--- config.mk ---
export PLATFORM = sky130hd
export DESIGN_NAME = aess_top
export DESIGN_NICKNAME = d
export VERILOG_FILES = /design/src/aess_pkg.sv /design/src/aess_pin_sync.sv /design/src/aess_top.sv
export SDC_FILE = /design/constraint.sdc
export NUM_CORES = 1
export LEC_CHECK = 0
export ABC_AREA = 1
export BUFFER_PORTS_ARGS = -buffer_cell sky130_fd_sc_hd__buf_2
export CAP_MARGIN = 40
export CELL_PAD_IN_SITES_DETAIL_PLACEMENT = 0
export CELL_PAD_IN_SITES_GLOBAL_PLACEMENT = 1
export CORE_MARGIN = 8
export CORE_UTILIZATION = 29
export CTS_CLUSTER_DIAMETER = 40
export DETAILED_ROUTE_END_ITERATION = 10
export PLACE_DENSITY = 0.74
export SLEW_MARGIN = 30
export SYNTH_ARGS = -nofsm -noshare
export SYNTH_HDL_FRONTEND = slang
export SYNTH_HIERARCHICAL = 1
export SYNTH_SLANG_ARGS = --single-unit
--- constraint.sdc ---
create_clock -name ref_clk -period 2.7 [get_ports ref_clk]
set_clock_uncertainty 0.05 [all_clocks]
set_input_delay 0.27 -clock ref_clk [delete_from_list [all_inputs] [get_ports ref_clk]]
set_output_delay 0.27 -clock ref_clk [all_outputs]
set_load 0.05 [all_outputs]
--- src/aess_pkg.sv ---
// aess_pkg: shared constants for the alarm emergency-stop sequencer
// assumes a 32-bit apb register bus and a 10 MHz core clock
package aess_pkg;

  // ----------------------------------------------------------------
  // register offsets (byte addresses)
  // ----------------------------------------------------------------
  localparam logic [7:0] OFS_CFG = 8'h00; // sequence select, alarm clear
  localparam logic [7:0] OFS_TRQ = 8'h04; // emergency and normal torque
  localparam logic [7:0] OFS_OSL = 8'h08; // overspeed levels
  localparam logic [7:0] OFS_TMO = 8'h0C; // emergency stop timeout
  localparam logic [7:0] OFS_BRK = 8'h10; // brake delay and threshold
  localparam logic [7:0] OFS_FLG = 8'h14; // sticky alarm causes, w1c
  localparam logic [7:0] OFS_STA = 8'h18; // live sequencer state

  // ----------------------------------------------------------------
  // field positions
  // ----------------------------------------------------------------
  localparam int CFG_CLR_BIT  = 16;
  localparam int HI_FIELD_LSB = 16; // upper field of trq, osl, brk
  localparam int FLG_OS1      = 0;
  localparam int FLG_OS2      = 1;
  localparam int FLG_TMO      = 2;
  localparam int FLG_EMG      = 3;
  localparam int FLG_NEMG     = 4;
  localparam int FLG_W        = 5;

  // ----------------------------------------------------------------
  // reset values and fixed levels
  // ----------------------------------------------------------------
  localparam logic [8:0]  RST_NORM_TRQ = 9'h12C;  // 300 percent
  localparam logic [11:0] RST_BRK_THR  = 12'h01E; // 30 r/min
  localparam logic [15:0] STOP_RPM     = 16'h001E; // stopped at or below
  localparam logic [2:0]  EMG_SEQ_MIN  = 3'h4;

  // ----------------------------------------------------------------
  // timing
  // ----------------------------------------------------------------
  localparam int MS_NS  = 1000000;
  localparam int CLK_NS = 100;
  localparam int CYC_PER_MS_DEF = MS_NS / CLK_NS;

  // ----------------------------------------------------------------
  // sequencer states
  // ----------------------------------------------------------------
  typedef enum logic [2:0] {
    ST_RUN,
    ST_PRE,
    ST_ESTOP,
    ST_STOPB,
    ST_ALARM
  } aess_state_t;

endpackage

--- src/aess_pin_sync.sv ---
// aess_pin_sync: three-stage synchroniser with agreement filter
// assumes an asynchronous pin input and the core clock
`timescale 1ns/1ps
module aess_pin_sync (
  // clock and reset
  input  wire logic ref_clk,
  input  wire logic rst_n,
  // pin side
  input  wire logic pin_in,
  // core side
  output logic      level_out
);

  typedef struct packed {
    logic s1;
    logic s2;
    logic s3;
    logic lvl;
  } aess_sync_t;

  aess_sync_t r_reg;
  aess_sync_t r_next;

  // shift chain; output follows once stages two and three agree
  always_comb begin
    r_next    = r_reg;
    r_next.s1 = pin_in;
    r_next.s2 = r_reg.s1;
    r_next.s3 = r_reg.s2;
    if (r_reg.s2 == r_reg.s3) begin
      r_next.lvl = r_reg.s3;
    end
  end

  // state register
  always_ff @(posedge ref_clk) begin
    if (!rst_n) begin
      r_reg <= '0;
    end else begin
      r_reg <= r_next;
    end
  end

  assign level_out = r_reg.lvl;

endmodule

--- src/aess_top.sv ---
// aess_top: alarm-time stop sequencer with apb register file
// assumes speed and alarm inputs from logic on ref_clk, forced alarm
// from a pin
//
// The register addresses and the APB register port were decided locally.
`timescale 1ns/1ps
module aess_top import aess_pkg::*; #(
  parameter int          CYC_PER_MS   = CYC_PER_MS_DEF,
  parameter logic [15:0] INT_OS_LEVEL = 16'h1770
) (
  // clock and reset
  input  wire logic        ref_clk,
  input  wire logic        rst_n,
  // apb slave
  input  wire logic        psel,
  input  wire logic        penable,
  input  wire logic        pwrite,
  input  wire logic [7:0]  paddr,
  input  wire logic [31:0] pwdata,
  output logic      [31:0] prdata,
  output logic             pready,
  output logic             pslverr,
  // drive status inputs
  input  wire logic [15:0] motor_speed,
  input  wire logic        emg_alarm_in,
  input  wire logic        nonemg_alarm_in,
  input  wire logic        forced_alarm_pin,
  input  wire logic        servo_on_cmd,
  input  wire logic [31:0] host_cmd_pos,
  input  wire logic [31:0] fb_pos,
  // drive controls
  output logic [8:0]       torque_limit,
  output logic             current_off,
  output logic             dynamic_brake,
  output logic             brake_release,
  output logic             alarm_state,
  output logic             servo_on_status,
  output logic             deviation_clear,
  output logic [31:0]      cmd_pos
);

  // ----------------------------------------------------------------
  // state
  // ----------------------------------------------------------------
  localparam int PRE_W = $clog2(CYC_PER_MS);
  localparam logic [PRE_W-1:0] PRE_MAX = PRE_W'(CYC_PER_MS - 1);

  typedef struct packed {
    aess_state_t      st;
    logic [2:0]       seq;
    logic [8:0]       etl;
    logic [8:0]       ntl;
    logic [14:0]      lvl1;
    logic [14:0]      lvl2;
    logic [9:0]       tmo;
    logic [14:0]      bdly;
    logic [11:0]      bthr;
    logic [FLG_W-1:0] flg;
    logic [PRE_W-1:0] pre;
    logic [14:0]      ms;
    logic             brk_on;
    logic             son;
    logic [8:0]       trq;
    logic [31:0]      pos;
    logic [31:0]      rdata;
  } aess_regs_t;

  aess_regs_t r_reg;
  aess_regs_t r_next;

  logic             forced_alarm;
  logic             os1;
  logic             os2;
  logic             emg_ev;
  logic             non_ev;
  logic             stopped;
  logic             tmo_ev;
  logic             wr;
  logic [FLG_W-1:0] flg_clr;

  // ----------------------------------------------------------------
  // helpers
  // ----------------------------------------------------------------
  // zero setting selects the motor-limited internal level
  function automatic logic [15:0] eff_lvl(input logic [14:0] lvl);
    eff_lvl = (lvl == 15'h0000) ? INT_OS_LEVEL : {1'b0, lvl};
  endfunction

  function automatic logic mapped(input logic [7:0] a);
    mapped = (a == OFS_CFG) || (a == OFS_TRQ) || (a == OFS_OSL) ||
             (a == OFS_TMO) || (a == OFS_BRK) || (a == OFS_FLG) ||
             (a == OFS_STA);
  endfunction

  // ----------------------------------------------------------------
  // forced alarm pin
  // ----------------------------------------------------------------
  aess_pin_sync u_forced_sync (
    .ref_clk   (ref_clk),
    .rst_n     (rst_n),
    .pin_in    (forced_alarm_pin),
    .level_out (forced_alarm)
  );

  // ----------------------------------------------------------------
  // event detection
  // ----------------------------------------------------------------
  assign os1     = motor_speed > eff_lvl(r_reg.lvl1);
  assign os2     = motor_speed > eff_lvl(r_reg.lvl2);
  assign emg_ev  = emg_alarm_in | forced_alarm | os1;
  assign non_ev  = nonemg_alarm_in | os2;
  assign stopped = motor_speed <= STOP_RPM;
  assign tmo_ev  = (r_reg.st == ST_ESTOP) && !non_ev && !stopped &&
                   (r_reg.ms >= {5'h00, r_reg.tmo});
  assign wr      = psel & penable & pwrite;
  assign flg_clr = (wr && paddr == OFS_FLG) ? pwdata[FLG_W-1:0] : '0;

  // ----------------------------------------------------------------
  // next-state logic
  // ----------------------------------------------------------------
  always_comb begin
    r_next     = r_reg;
    r_next.son = servo_on_cmd;

    // millisecond timer runs from the alarm onward
    if (r_reg.st == ST_RUN) begin
      r_next.pre = '0;
      r_next.ms  = '0;
    end else if (r_reg.pre == PRE_MAX) begin
      r_next.pre = '0;
      if (r_reg.ms != 15'h7FFF) begin
        r_next.ms = r_reg.ms + 15'h0001;
      end
    end else begin
      r_next.pre = r_reg.pre + PRE_W'(1);
    end

    // sticky causes, a new event beats a clear
    r_next.flg = (r_reg.flg & ~flg_clr) |
                 {nonemg_alarm_in, emg_ev, tmo_ev, os2, os1};

    // sequencer
    unique case (r_reg.st)
      ST_RUN: begin
        if (non_ev) begin
          r_next.st = ST_STOPB;
        end else if (emg_ev) begin
          if (r_reg.seq < EMG_SEQ_MIN) begin
            r_next.st = ST_STOPB;
          end else if (r_reg.tmo == 10'h000) begin
            r_next.st = ST_ALARM;
          end else begin
            r_next.st = ST_PRE;
          end
        end
      end
      ST_PRE: begin
        r_next.st = non_ev ? ST_STOPB : ST_ESTOP;
      end
      ST_ESTOP: begin
        if (non_ev || stopped || tmo_ev) begin
          r_next.st = ST_ALARM;
        end
      end
      ST_STOPB: begin
        if (stopped) begin
          r_next.st = ST_ALARM;
        end
      end
      ST_ALARM: begin
        if (wr && paddr == OFS_CFG && pwdata[CFG_CLR_BIT] && stopped) begin
          r_next.st = ST_RUN;
        end
      end
    endcase

    // brake engage latch
    if (r_reg.st == ST_RUN) begin
      r_next.brk_on = 1'b0;
    end else if (motor_speed < {4'h0, r_reg.bthr}) begin
      r_next.brk_on = 1'b1;
    end else if (r_reg.st == ST_STOPB || r_reg.st == ST_ALARM) begin
      r_next.brk_on = 1'b1;
    end else if (r_reg.bdly <= {5'h00, r_reg.tmo} &&
                 r_reg.ms >= r_reg.bdly) begin
      r_next.brk_on = 1'b1;
    end

    // torque limit, emergency value only while stopping
    if (r_reg.st == ST_ESTOP && r_reg.etl != 9'h000) begin
      r_next.trq = r_reg.etl;
    end else begin
      r_next.trq = r_reg.ntl;
    end

    // command position follows feedback while stopping
    r_next.pos = (r_reg.st == ST_RUN) ? host_cmd_pos : fb_pos;

    // register writes take effect at the access edge
    if (wr) begin
      unique case (paddr)
        OFS_CFG: r_next.seq = pwdata[2:0];
        OFS_TRQ: begin
          r_next.etl = pwdata[8:0];
          r_next.ntl = pwdata[HI_FIELD_LSB +: 9];
        end
        OFS_OSL: begin
          r_next.lvl1 = pwdata[14:0];
          r_next.lvl2 = pwdata[HI_FIELD_LSB +: 15];
        end
        OFS_TMO: r_next.tmo = pwdata[9:0];
        OFS_BRK: begin
          r_next.bdly = pwdata[14:0];
          r_next.bthr = pwdata[HI_FIELD_LSB +: 12];
        end
        default: ;
      endcase
    end

    // read data is captured in the setup phase
    if (psel && !penable) begin
      unique case (paddr)
        OFS_CFG: r_next.rdata = {29'h0, r_reg.seq};
        OFS_TRQ: r_next.rdata = {7'h0, r_reg.ntl, 7'h0, r_reg.etl};
        OFS_OSL: r_next.rdata = {1'b0, r_reg.lvl2, 1'b0, r_reg.lvl1};
        OFS_TMO: r_next.rdata = {22'h0, r_reg.tmo};
        OFS_BRK: r_next.rdata = {4'h0, r_reg.bthr, 1'b0, r_reg.bdly};
        OFS_FLG: r_next.rdata = {27'h0, r_reg.flg};
        OFS_STA: r_next.rdata = {26'h0, current_off, dynamic_brake,
                                 brake_release, r_reg.st};
        default: r_next.rdata = 32'h0000_0000;
      endcase
    end
  end

  // state register
  always_ff @(posedge ref_clk) begin
    if (!rst_n) begin
      r_reg <= '{st: ST_RUN, ntl: RST_NORM_TRQ, bthr: RST_BRK_THR,
                 default: '0};
    end else begin
      r_reg <= r_next;
    end
  end

  // ----------------------------------------------------------------
  // outputs
  // ----------------------------------------------------------------
  // bus answers in the access phase with no wait state
  assign prdata  = r_reg.rdata;
  assign pready  = 1'b1;
  assign pslverr = psel & penable & !mapped(paddr);

  // drive controls decoded from sequencer state; servo status is the registered command
  assign current_off     = (r_reg.st == ST_STOPB) ||
                           (r_reg.st == ST_ALARM);
  assign alarm_state     = r_reg.st == ST_ALARM;
  assign deviation_clear = r_reg.st != ST_RUN;
  assign servo_on_status = r_reg.son;
  assign torque_limit    = r_reg.trq;
  assign cmd_pos         = r_reg.pos;
  assign brake_release   = (r_reg.st == ST_RUN) ? r_reg.son :
                           !r_reg.brk_on;

  // odd sequence values free-run mid-stop, bit one frees post-stop
  always_comb begin
    unique case (r_reg.st)
      ST_STOPB: dynamic_brake = !r_reg.seq[0];
      ST_ALARM: dynamic_brake = stopped ? !r_reg.seq[1]
                                        : !r_reg.seq[0];
      default:  dynamic_brake = 1'b0;
    endcase
  end
endmodule

==> results of run 1 <==
==> path summary, 6_finish.rpt <==
path | cells past startpoint | to | slack [ns] | start
setup / recovery | 19 | r_reg[197] | 0.13 | r_reg[166]
hold / removal | 3 | r_reg[132] | 0.02 | pwdata[11]
setup reg to reg | 19 | r_reg[197] | 0.13 | r_reg[166]
hold reg to reg | 2 | u_forced_sync/r_next[1] | 0.36 | u_forced_sync/r_next[2]
==> worst register-to-register path, cell delays in order, from the launching register on <==
cell and delay [ns]:
dfxtp_2 0.32, inv_2 0.05, nand4_1 0.14, nor4_2 0.29
buf_4 0.19, nor2_2 0.04, ha_1 0.31, nand2_1 0.09
inv_2 0.03, o21ai_2 0.11, a21oi_1 0.07, nor2_1 0.11
nand2_1 0.07, nand2_2 0.14, nand2_4 0.09, nor2_4 0.13
nor2_4 0.06, nand2_1 0.06, nand2_1 0.05, nor2_1 0.11
==> metrics by stage <==
| step | setup TNS (ns) | power, uW | setup slack, ns | instance area [sq um] |
|---|---|---|---|---|
| after floorplan | 0 | 4940 | 0.0590 | 10900 |
| final | 0 | 9950 | 0.134 | 14000 |
| after global placement | -0.0717 | 5360 | -0.0376 | 11900 |
| after global routing | -0.273 | 10400 | -0.130 | 14000 |
| after detailed placement | -0.0935 | 5380 | -0.0500 | 11900 |
| after CTS | 0 | 10000 | 0.0382 | 13900 |
==> Yosys cell counts (2+ instances only) <==
cell      count
buf_1         2
inv_2        15
nand3_1      33
nand4_1      21
nand3b_1      5
o21ai_1       8
nor2_4        5
buf_4        75
nor3_2        3
o221ai_1      9
a21oi_1     169
nor3_1       20
nor3b_1       3
nor2_1      169
o31ai_1       2
nand2_2       4
buf_6         5
xor2_1        8
o211ai_1      8
o21a_1        3
nand3_2       2
nand2_1     217
ha_1         78
conb_1        2
nor2_2        4
buf_2        17
nor2_8        2
clkbuf_1     28
o21ai_0     151
nor4_1        7
clkinv_1      2
inv_1       150
o22ai_1      24
nor3_4        2
dfxtp_1     202
==> what timing repair did <==
item / CTS / global route
resized for setup: 2 / 25
hold buffers: 78 / 0
pin swaps: 0 / 17
endpoints found under the setup margin: 2 / 4
buffers inserted: 0 / 3
hold endpoints to repair: 48 / 0
==> placed cells by master, fill, tap and decap left out, drive strengths merged, types with 3 or more instances in the layout <==
master / netlist / routed
nand4: 22 / 22
nor3b: 4 / 4
o21a: 3 / 3
nand3b: 5 / 5
nand3: 36 / 36
o21ai: 159 / 159
ha: 78 / 78
o211ai: 9 / 9
nor2: 180 / 180
clkinv: 3 / 8
nor3: 25 / 25
o221ai: 9 / 9
inv: 165 / 172
o22ai: 24 / 24
xor2: 8 / 8
conb: 2 / 3
dlygate4sd3: 0 / 78
clkinvlp: 0 / 10
clkbuf: 28 / 41
a21oi: 169 / 169
buf: 99 / 238
nor4: 8 / 8
dfxtp: 202 / 202
nand2: 222 / 222
==> power breakdown <==
group / switching (uW) / internal (uW) / leakage, uW / total [uW]
registers: 69.9 / 3180 / 0.00164 / 3250
logic: 1650 / 696 / 0.00406 / 2350
clock network: 1680 / 2670 / 0.000538 / 4350
total: 3400 / 6550 / 0.00624 / 9950
==> area by class of cell <==
cell class	count	area (sq um)
multi-input combinational	977	5470
clock buffer	41	950
sequential	202	4050
tap	474	593
timing repair buffer	316	2060
antenna	2	5.00
inverter	168	632
fill	3912	23300
clock inverter	23	214
==> cells by family (layout without fill, tap and decap cells) <==
logic type	count (synthesis)	in the layout
and+or+nand+nor	504	504
DFF	202	202
adders and majority gates	78	78
xor gates and xnor gates	9	9
other	2	5
buffers and inverters	295	548
AOI/OAI and AO/OA	383	383
==> metal layers <==
layer	GRT usage (%)	vias to the layer above
met5	0	-
met4	6.44	2
met3	3.83	80
met2	28.0	299
met1	19.6	4898
li1	-	5317
==> impl_results.md, run 1 <==
* Run status: completed
* Vias/cell at 4.81
* Final nets at 1907
* Synth warn at 6
* Largest family of logic cells by synthesized area: simple AND/OR/NAND/NOR gates
* PortBufs at 204
* Xor/xnor share of the synthesized area at 0.725%
* Simple-gate share of the synthesized area at 20.9%
* M1 WL at 15.8 mm
* Post-Route WL at 37.1 mm
* I/O pin count at 210
* Top sig layer: met5
* Vias in the first global route at 10500
* DP Wirelength at 27.7 mm
* Pleak at 0.00624 uW
* Antenna-violating nets left at 0
* Power Density at 712 mW/mm^2
* CP endpoint kind: flop
* Core Footprint at 0.0373 sq mm
* VDD IR max at 0.352 mV
* CP Class: flop to flop
* Synthesized area per cell at 7.38 sq um
* Yosys reg bits at 202
* Max Clock Freq at 0.390 GHz
* Hold Path Class: input pin to flop
* CP Buf/Inv Count at 3
* Fin. max-slew vios at 0
* Critical path data arrival time at 2.98 ns
* Most used cell, CP: nand2_1
* Unrepaired setup endpoints after global routing: yes
* Post-synthesis compound-gate area fraction at 18.8%
* Synth top area share at 37.2%
* Crit-path cells: inv_2 -> nand4_1 -> nor4_2 -> buf_4 -> nor2_2 -> ha_1 -> nand2_1 -> inv_2 -> o21ai_2 -> a21oi_1 -> nor2_1 -> nand2_1 -> nand2_2 -> nand2_4 -> nor2_4 -> nor2_4 -> nand2_1 -> nand2_1 -> nor2_1
* Most used DFF post-synth: dfxtp_1
* Tmin final at 2.57 ns
* CP max stage delay at 0.32 ns
* Layout Utilization at 37.4%
* Yosys cell types at 53
* TritonCTS Sinks at 202
* Cell Count, Final, Fillers Out at 2203
* Post-synthesis adder-cell area fraction at 8.98%
* Vias at 10600
* Iter 0 DRT Violations at 580
* Tot GR Track Use at 16.4%
* Clock Path Buffers at 3
* Final hold vios at 0
* Initial antenna violation count at 3
* WP data required at 3.11 ns
* Setup violators final at 0
* Post-synth EDFFs at 0
* Initial core utilization at 29.1%
* Seq/Total Area, Yosys at 37.2%
* Die Wd at 210 um
* Relative slew slack at 48.6%
* Routability cong. at 0.867
* DIE HEIGHT at 210 um
* Mux cell area share after synthesis at 0%
* Synth top area cells: dfxtp_1, ha_1, a21oi_1
* Die area at 0.0439 sq mm
* CTS tree: built
* Num CTS Buffers at 35
* Drc violations at 0
* Worst-margin pin slew at 0.770 ns
* CP max FO at 7
* Row cnt at 71
* Final period util at 95.0%
* First-pass GRT wire length at 57.7 mm
* First-pass detailed-route iteration total at 5
* Hold Slack at 0.0172 ns
* WL/cell at 16.8 um
* Largest area contributor in the synthesized netlist: dfxtp_1
* Post-Synthesis Cells at 1473
* CP Launch Type: flop
* CP delay by family, top: simple AND/OR/NAND/NOR gates
* Met3 wire len at 2.28 mm
* Async S/R FF share, synth at 0%
* Max reg flops at 126
* Clock latency on the worst-skew pair at 0.52 ns
* Total gr overflow at 0
* CTS Root Cell: clkbuf_16
* Post-Place Cells at 2056
* H-tree depth at 2
* Clk slew on worst S/H paths at 0.06 ns
* Post-Syn Area at 0.0109 sq mm
* Max_cap viols at 0
* WL met2 at 17.7 mm
* Pin count of the biggest net entering global routing at 78
* Critical Path Slowest Stage Cell: dfxtp_2
* Synth-to-layout area growth at 28.5%
* Share of layout cells above drive strength 1 at 21.3%
Note: power is estimated with default switching activity, not from simulation.
==> run 2, diff against run 1 <==
--- a/config.mk
+++ b/config.mk
@@ -8,7 +8,7 @@
 export ABC_AREA = 1
 export BUFFER_PORTS_ARGS = -buffer_cell sky130_fd_sc_hd__buf_2
 export CAP_MARGIN = 40
-export CELL_PAD_IN_SITES_DETAIL_PLACEMENT = 0
+export CELL_PAD_IN_SITES_DETAIL_PLACEMENT = 1
 export CELL_PAD_IN_SITES_GLOBAL_PLACEMENT = 1
 export CORE_MARGIN = 8
 export CORE_UTILIZATION = 29
==> impl_results.md, run 2 (synthesis results as in run 1) <==
* Layout Utilization at 37.6%
* CP Class: flop to flop
* Cell depth of the worst min-delay path at 3
* Die area at 0.0439 sq mm
* Most used cell, CP: nand2_1
* Synth-to-layout area growth at 29.0%
* First-pass GRT wire length at 63.2 mm
* CP Buf/Inv Count at 1
* Initial core utilization at 29.1%
* WL/cell at 18.7 um
* Core Footprint at 0.0373 sq mm
* Setup violators final at 0
* DP Wirelength at 29.9 mm
* Hold Path Class: input pin to flop
* Vias at 10900
* Tmin final at 2.62 ns
* Max reg flops at 126
* TritonCTS Sinks at 202
* Iter 0 DRT Violations at 488
* Pin count of the biggest net entering global routing at 78
* Vias/cell at 4.96
* Unrepaired setup endpoints after global routing: yes
* First-pass detailed-route iteration total at 4
* Run status: completed
* WP data required at 3.11 ns
* Tot GR Track Use at 17.8%
* Num CTS Buffers at 35
* Post-Route WL at 41.0 mm
* Clk network pwr share at 44.9%
* Routability cong. at 0.867
* Switching share of power at 33.9%
* Fin. max-slew vios at 0
* Area of the multi-input gates at 0.00551 sq mm
* Final nets at 1902
* VDD IR max at 0.400 mV
* CP delay by family, top: simple AND/OR/NAND/NOR gates
* Max Clock Freq at 0.382 GHz
* Relative slew slack at 46.6%
* CP max stage delay at 0.31 ns
* Power, Total at 10200 uW
* Clock Path Buffers at 3
* Crit-path cells: nor4_2 -> nand2_1 -> nor4_2 -> buf_4 -> nor2_1 -> ha_1 -> nand2_1 -> nand2_1 -> nand3_1 -> nand2_1 -> a21oi_2 -> nand2_2 -> nand2_4 -> nand3_4 -> nor2_4 -> nor2_4 -> nand2_1 -> nand2_1 -> nor2_1
* Register area at 0.00405 sq mm
* CTS Root Cell: clkbuf_16
* Initial antenna violation count at 4
* Finished Cell Area at 0.0140 sq mm
* Combinational share of power at 23.3%
* Most frequent cells in the layout: nand2_1, buf_2, dfxtp_1
* Row cnt at 71
* DP Area at 0.0119 sq mm
* Critical Path Slowest Stage Cell: dfxtp_1
* Share of layout cells above drive strength 1 at 21.5%
* Sw Pwr at 3470 uW
* Vias in the first global route at 11600
* CP max FO at 7
* Drc violations at 0
* Most common cell after layout, fill and taps aside: nand2_1
* Final hold vios at 0
* Clk slew on worst S/H paths at 0.05 ns
* Worst path depth at 19
* PortBufs at 204
* CP endpoint kind: flop
* Worst-margin pin slew at 0.801 ns
* Antenna-violating nets left at 0
* Die Wd at 210 um
* Total gr overflow at 0
* Final period util at 97.1%
* H-tree depth at 2
* Max_cap viols at 0
* Sequential cell fraction of total power at 31.8%
* Reg2reg path depth at 19
* Power Density at 731 mW/mm^2
* FILL cells at 4555
* Clock latency on the worst-skew pair at 0.52 ns
* Cell internal pwr at 6770 uW
* Pleak at 0.00627 uW
* DIE HEIGHT at 210 um
* CP Launch Type: flop
* CTS tree: built
* Critical path data arrival time at 3.03 ns
* I/O pin count at 210
[run 2: cell types whose count changed in the layout (fill, tap and decap cells not counted), sizes merged]
| cell | delta |
|---|---|
| clkinv | +6 |
| clkinvlp | -6 |
| bufinv | +3 |
| clkbuf | -3 |
| dlygate4sd3 | -3 |
| buf | -2 |
[run 2: worst paths after layout]
kind / end / slack, ns / startpoint
setup / recovery: r_reg[199] / 0.08 / r_reg[149]
hold / removal: cmd_pos[10] / 0.01 / host_cmd_pos[10]
setup reg to reg: r_reg[199] / 0.08 / r_reg[149]
hold reg to reg: u_forced_sync/r_next[1] / 0.36 / u_forced_sync/r_next[2]
[run 2: area by class of cell]
type | instances | share of cell area, %
Sequential cell | 202 | 28.9
Tap cell | 474 | 4.23
Inverter | 168 | 4.51
Clock buffer | 38 | 6.55
Clock inverter | 26 | 2.15
Antenna cell | 2 | 0.0357
Timing Repair Buffer | 311 | 14.4
Multi-Input combinational cell | 977 | 39.3
[run 2: timing repair]
item	CTS	global route
endpoints found under the setup margin	3	4
gates resized for setup	7	26
pin swaps	0	10
setup buffers	0	1
hold buffers	75	0
endpoints found under the hold margin	48	0
[run 2: power groups by stage]
stage	Sequential (uW)	Combinational, uW	Clock, uW
floorplan	3300	1650	0
global placement	3310	2060	0
CTS	3250	2360	4690
detailed placement	3320	2110	0
global route	3270	2580	4810
finish	3260	2390	4600
[run 2: per-stage QoR]
stage          cells  setup WS (ns)  setup TNS [ns]  hold slack (ns)
3_3_place_gp    2056        -0.0376         -0.0717            0.353
5_1_grt         2196         -0.108          -0.300           0.0162
6_report        2198         0.0793               0           0.0144
4_1_cts         2195         0.0110               0          0.00177
2_1_floorplan   1474         0.0590               0            0.313
3_5_place_dp    2056         -0.152          -0.347            0.351
[run 2: worst register-to-register path: stages (launching register included)]
cell and delay, ns:
dfxtp_1 0.31, nor4_2 0.27, nand2_1 0.10, nor4_2 0.15, buf_4 0.19, nor2_1 0.05
ha_1 0.29, nand2_1 0.07, nand2_1 0.04, nand3_1 0.07, nand2_1 0.08, a21oi_2 0.16
nand2_2 0.08, nand2_4 0.12, nand3_4 0.09, nor2_4 0.16, nor2_4 0.07, nand2_1 0.06
nand2_1 0.05, nor2_1 0.11
[run 2: metal layers]
layer  share of wire, %  GRT usage (%)  vias to the layer above
met1                 41           20.2                     5247
met4                3.6           6.97                        4
met2                 50           32.0                      265
li1                   -              -                     5296
met3                5.9           4.22                       85
met5              0.056              0                        -
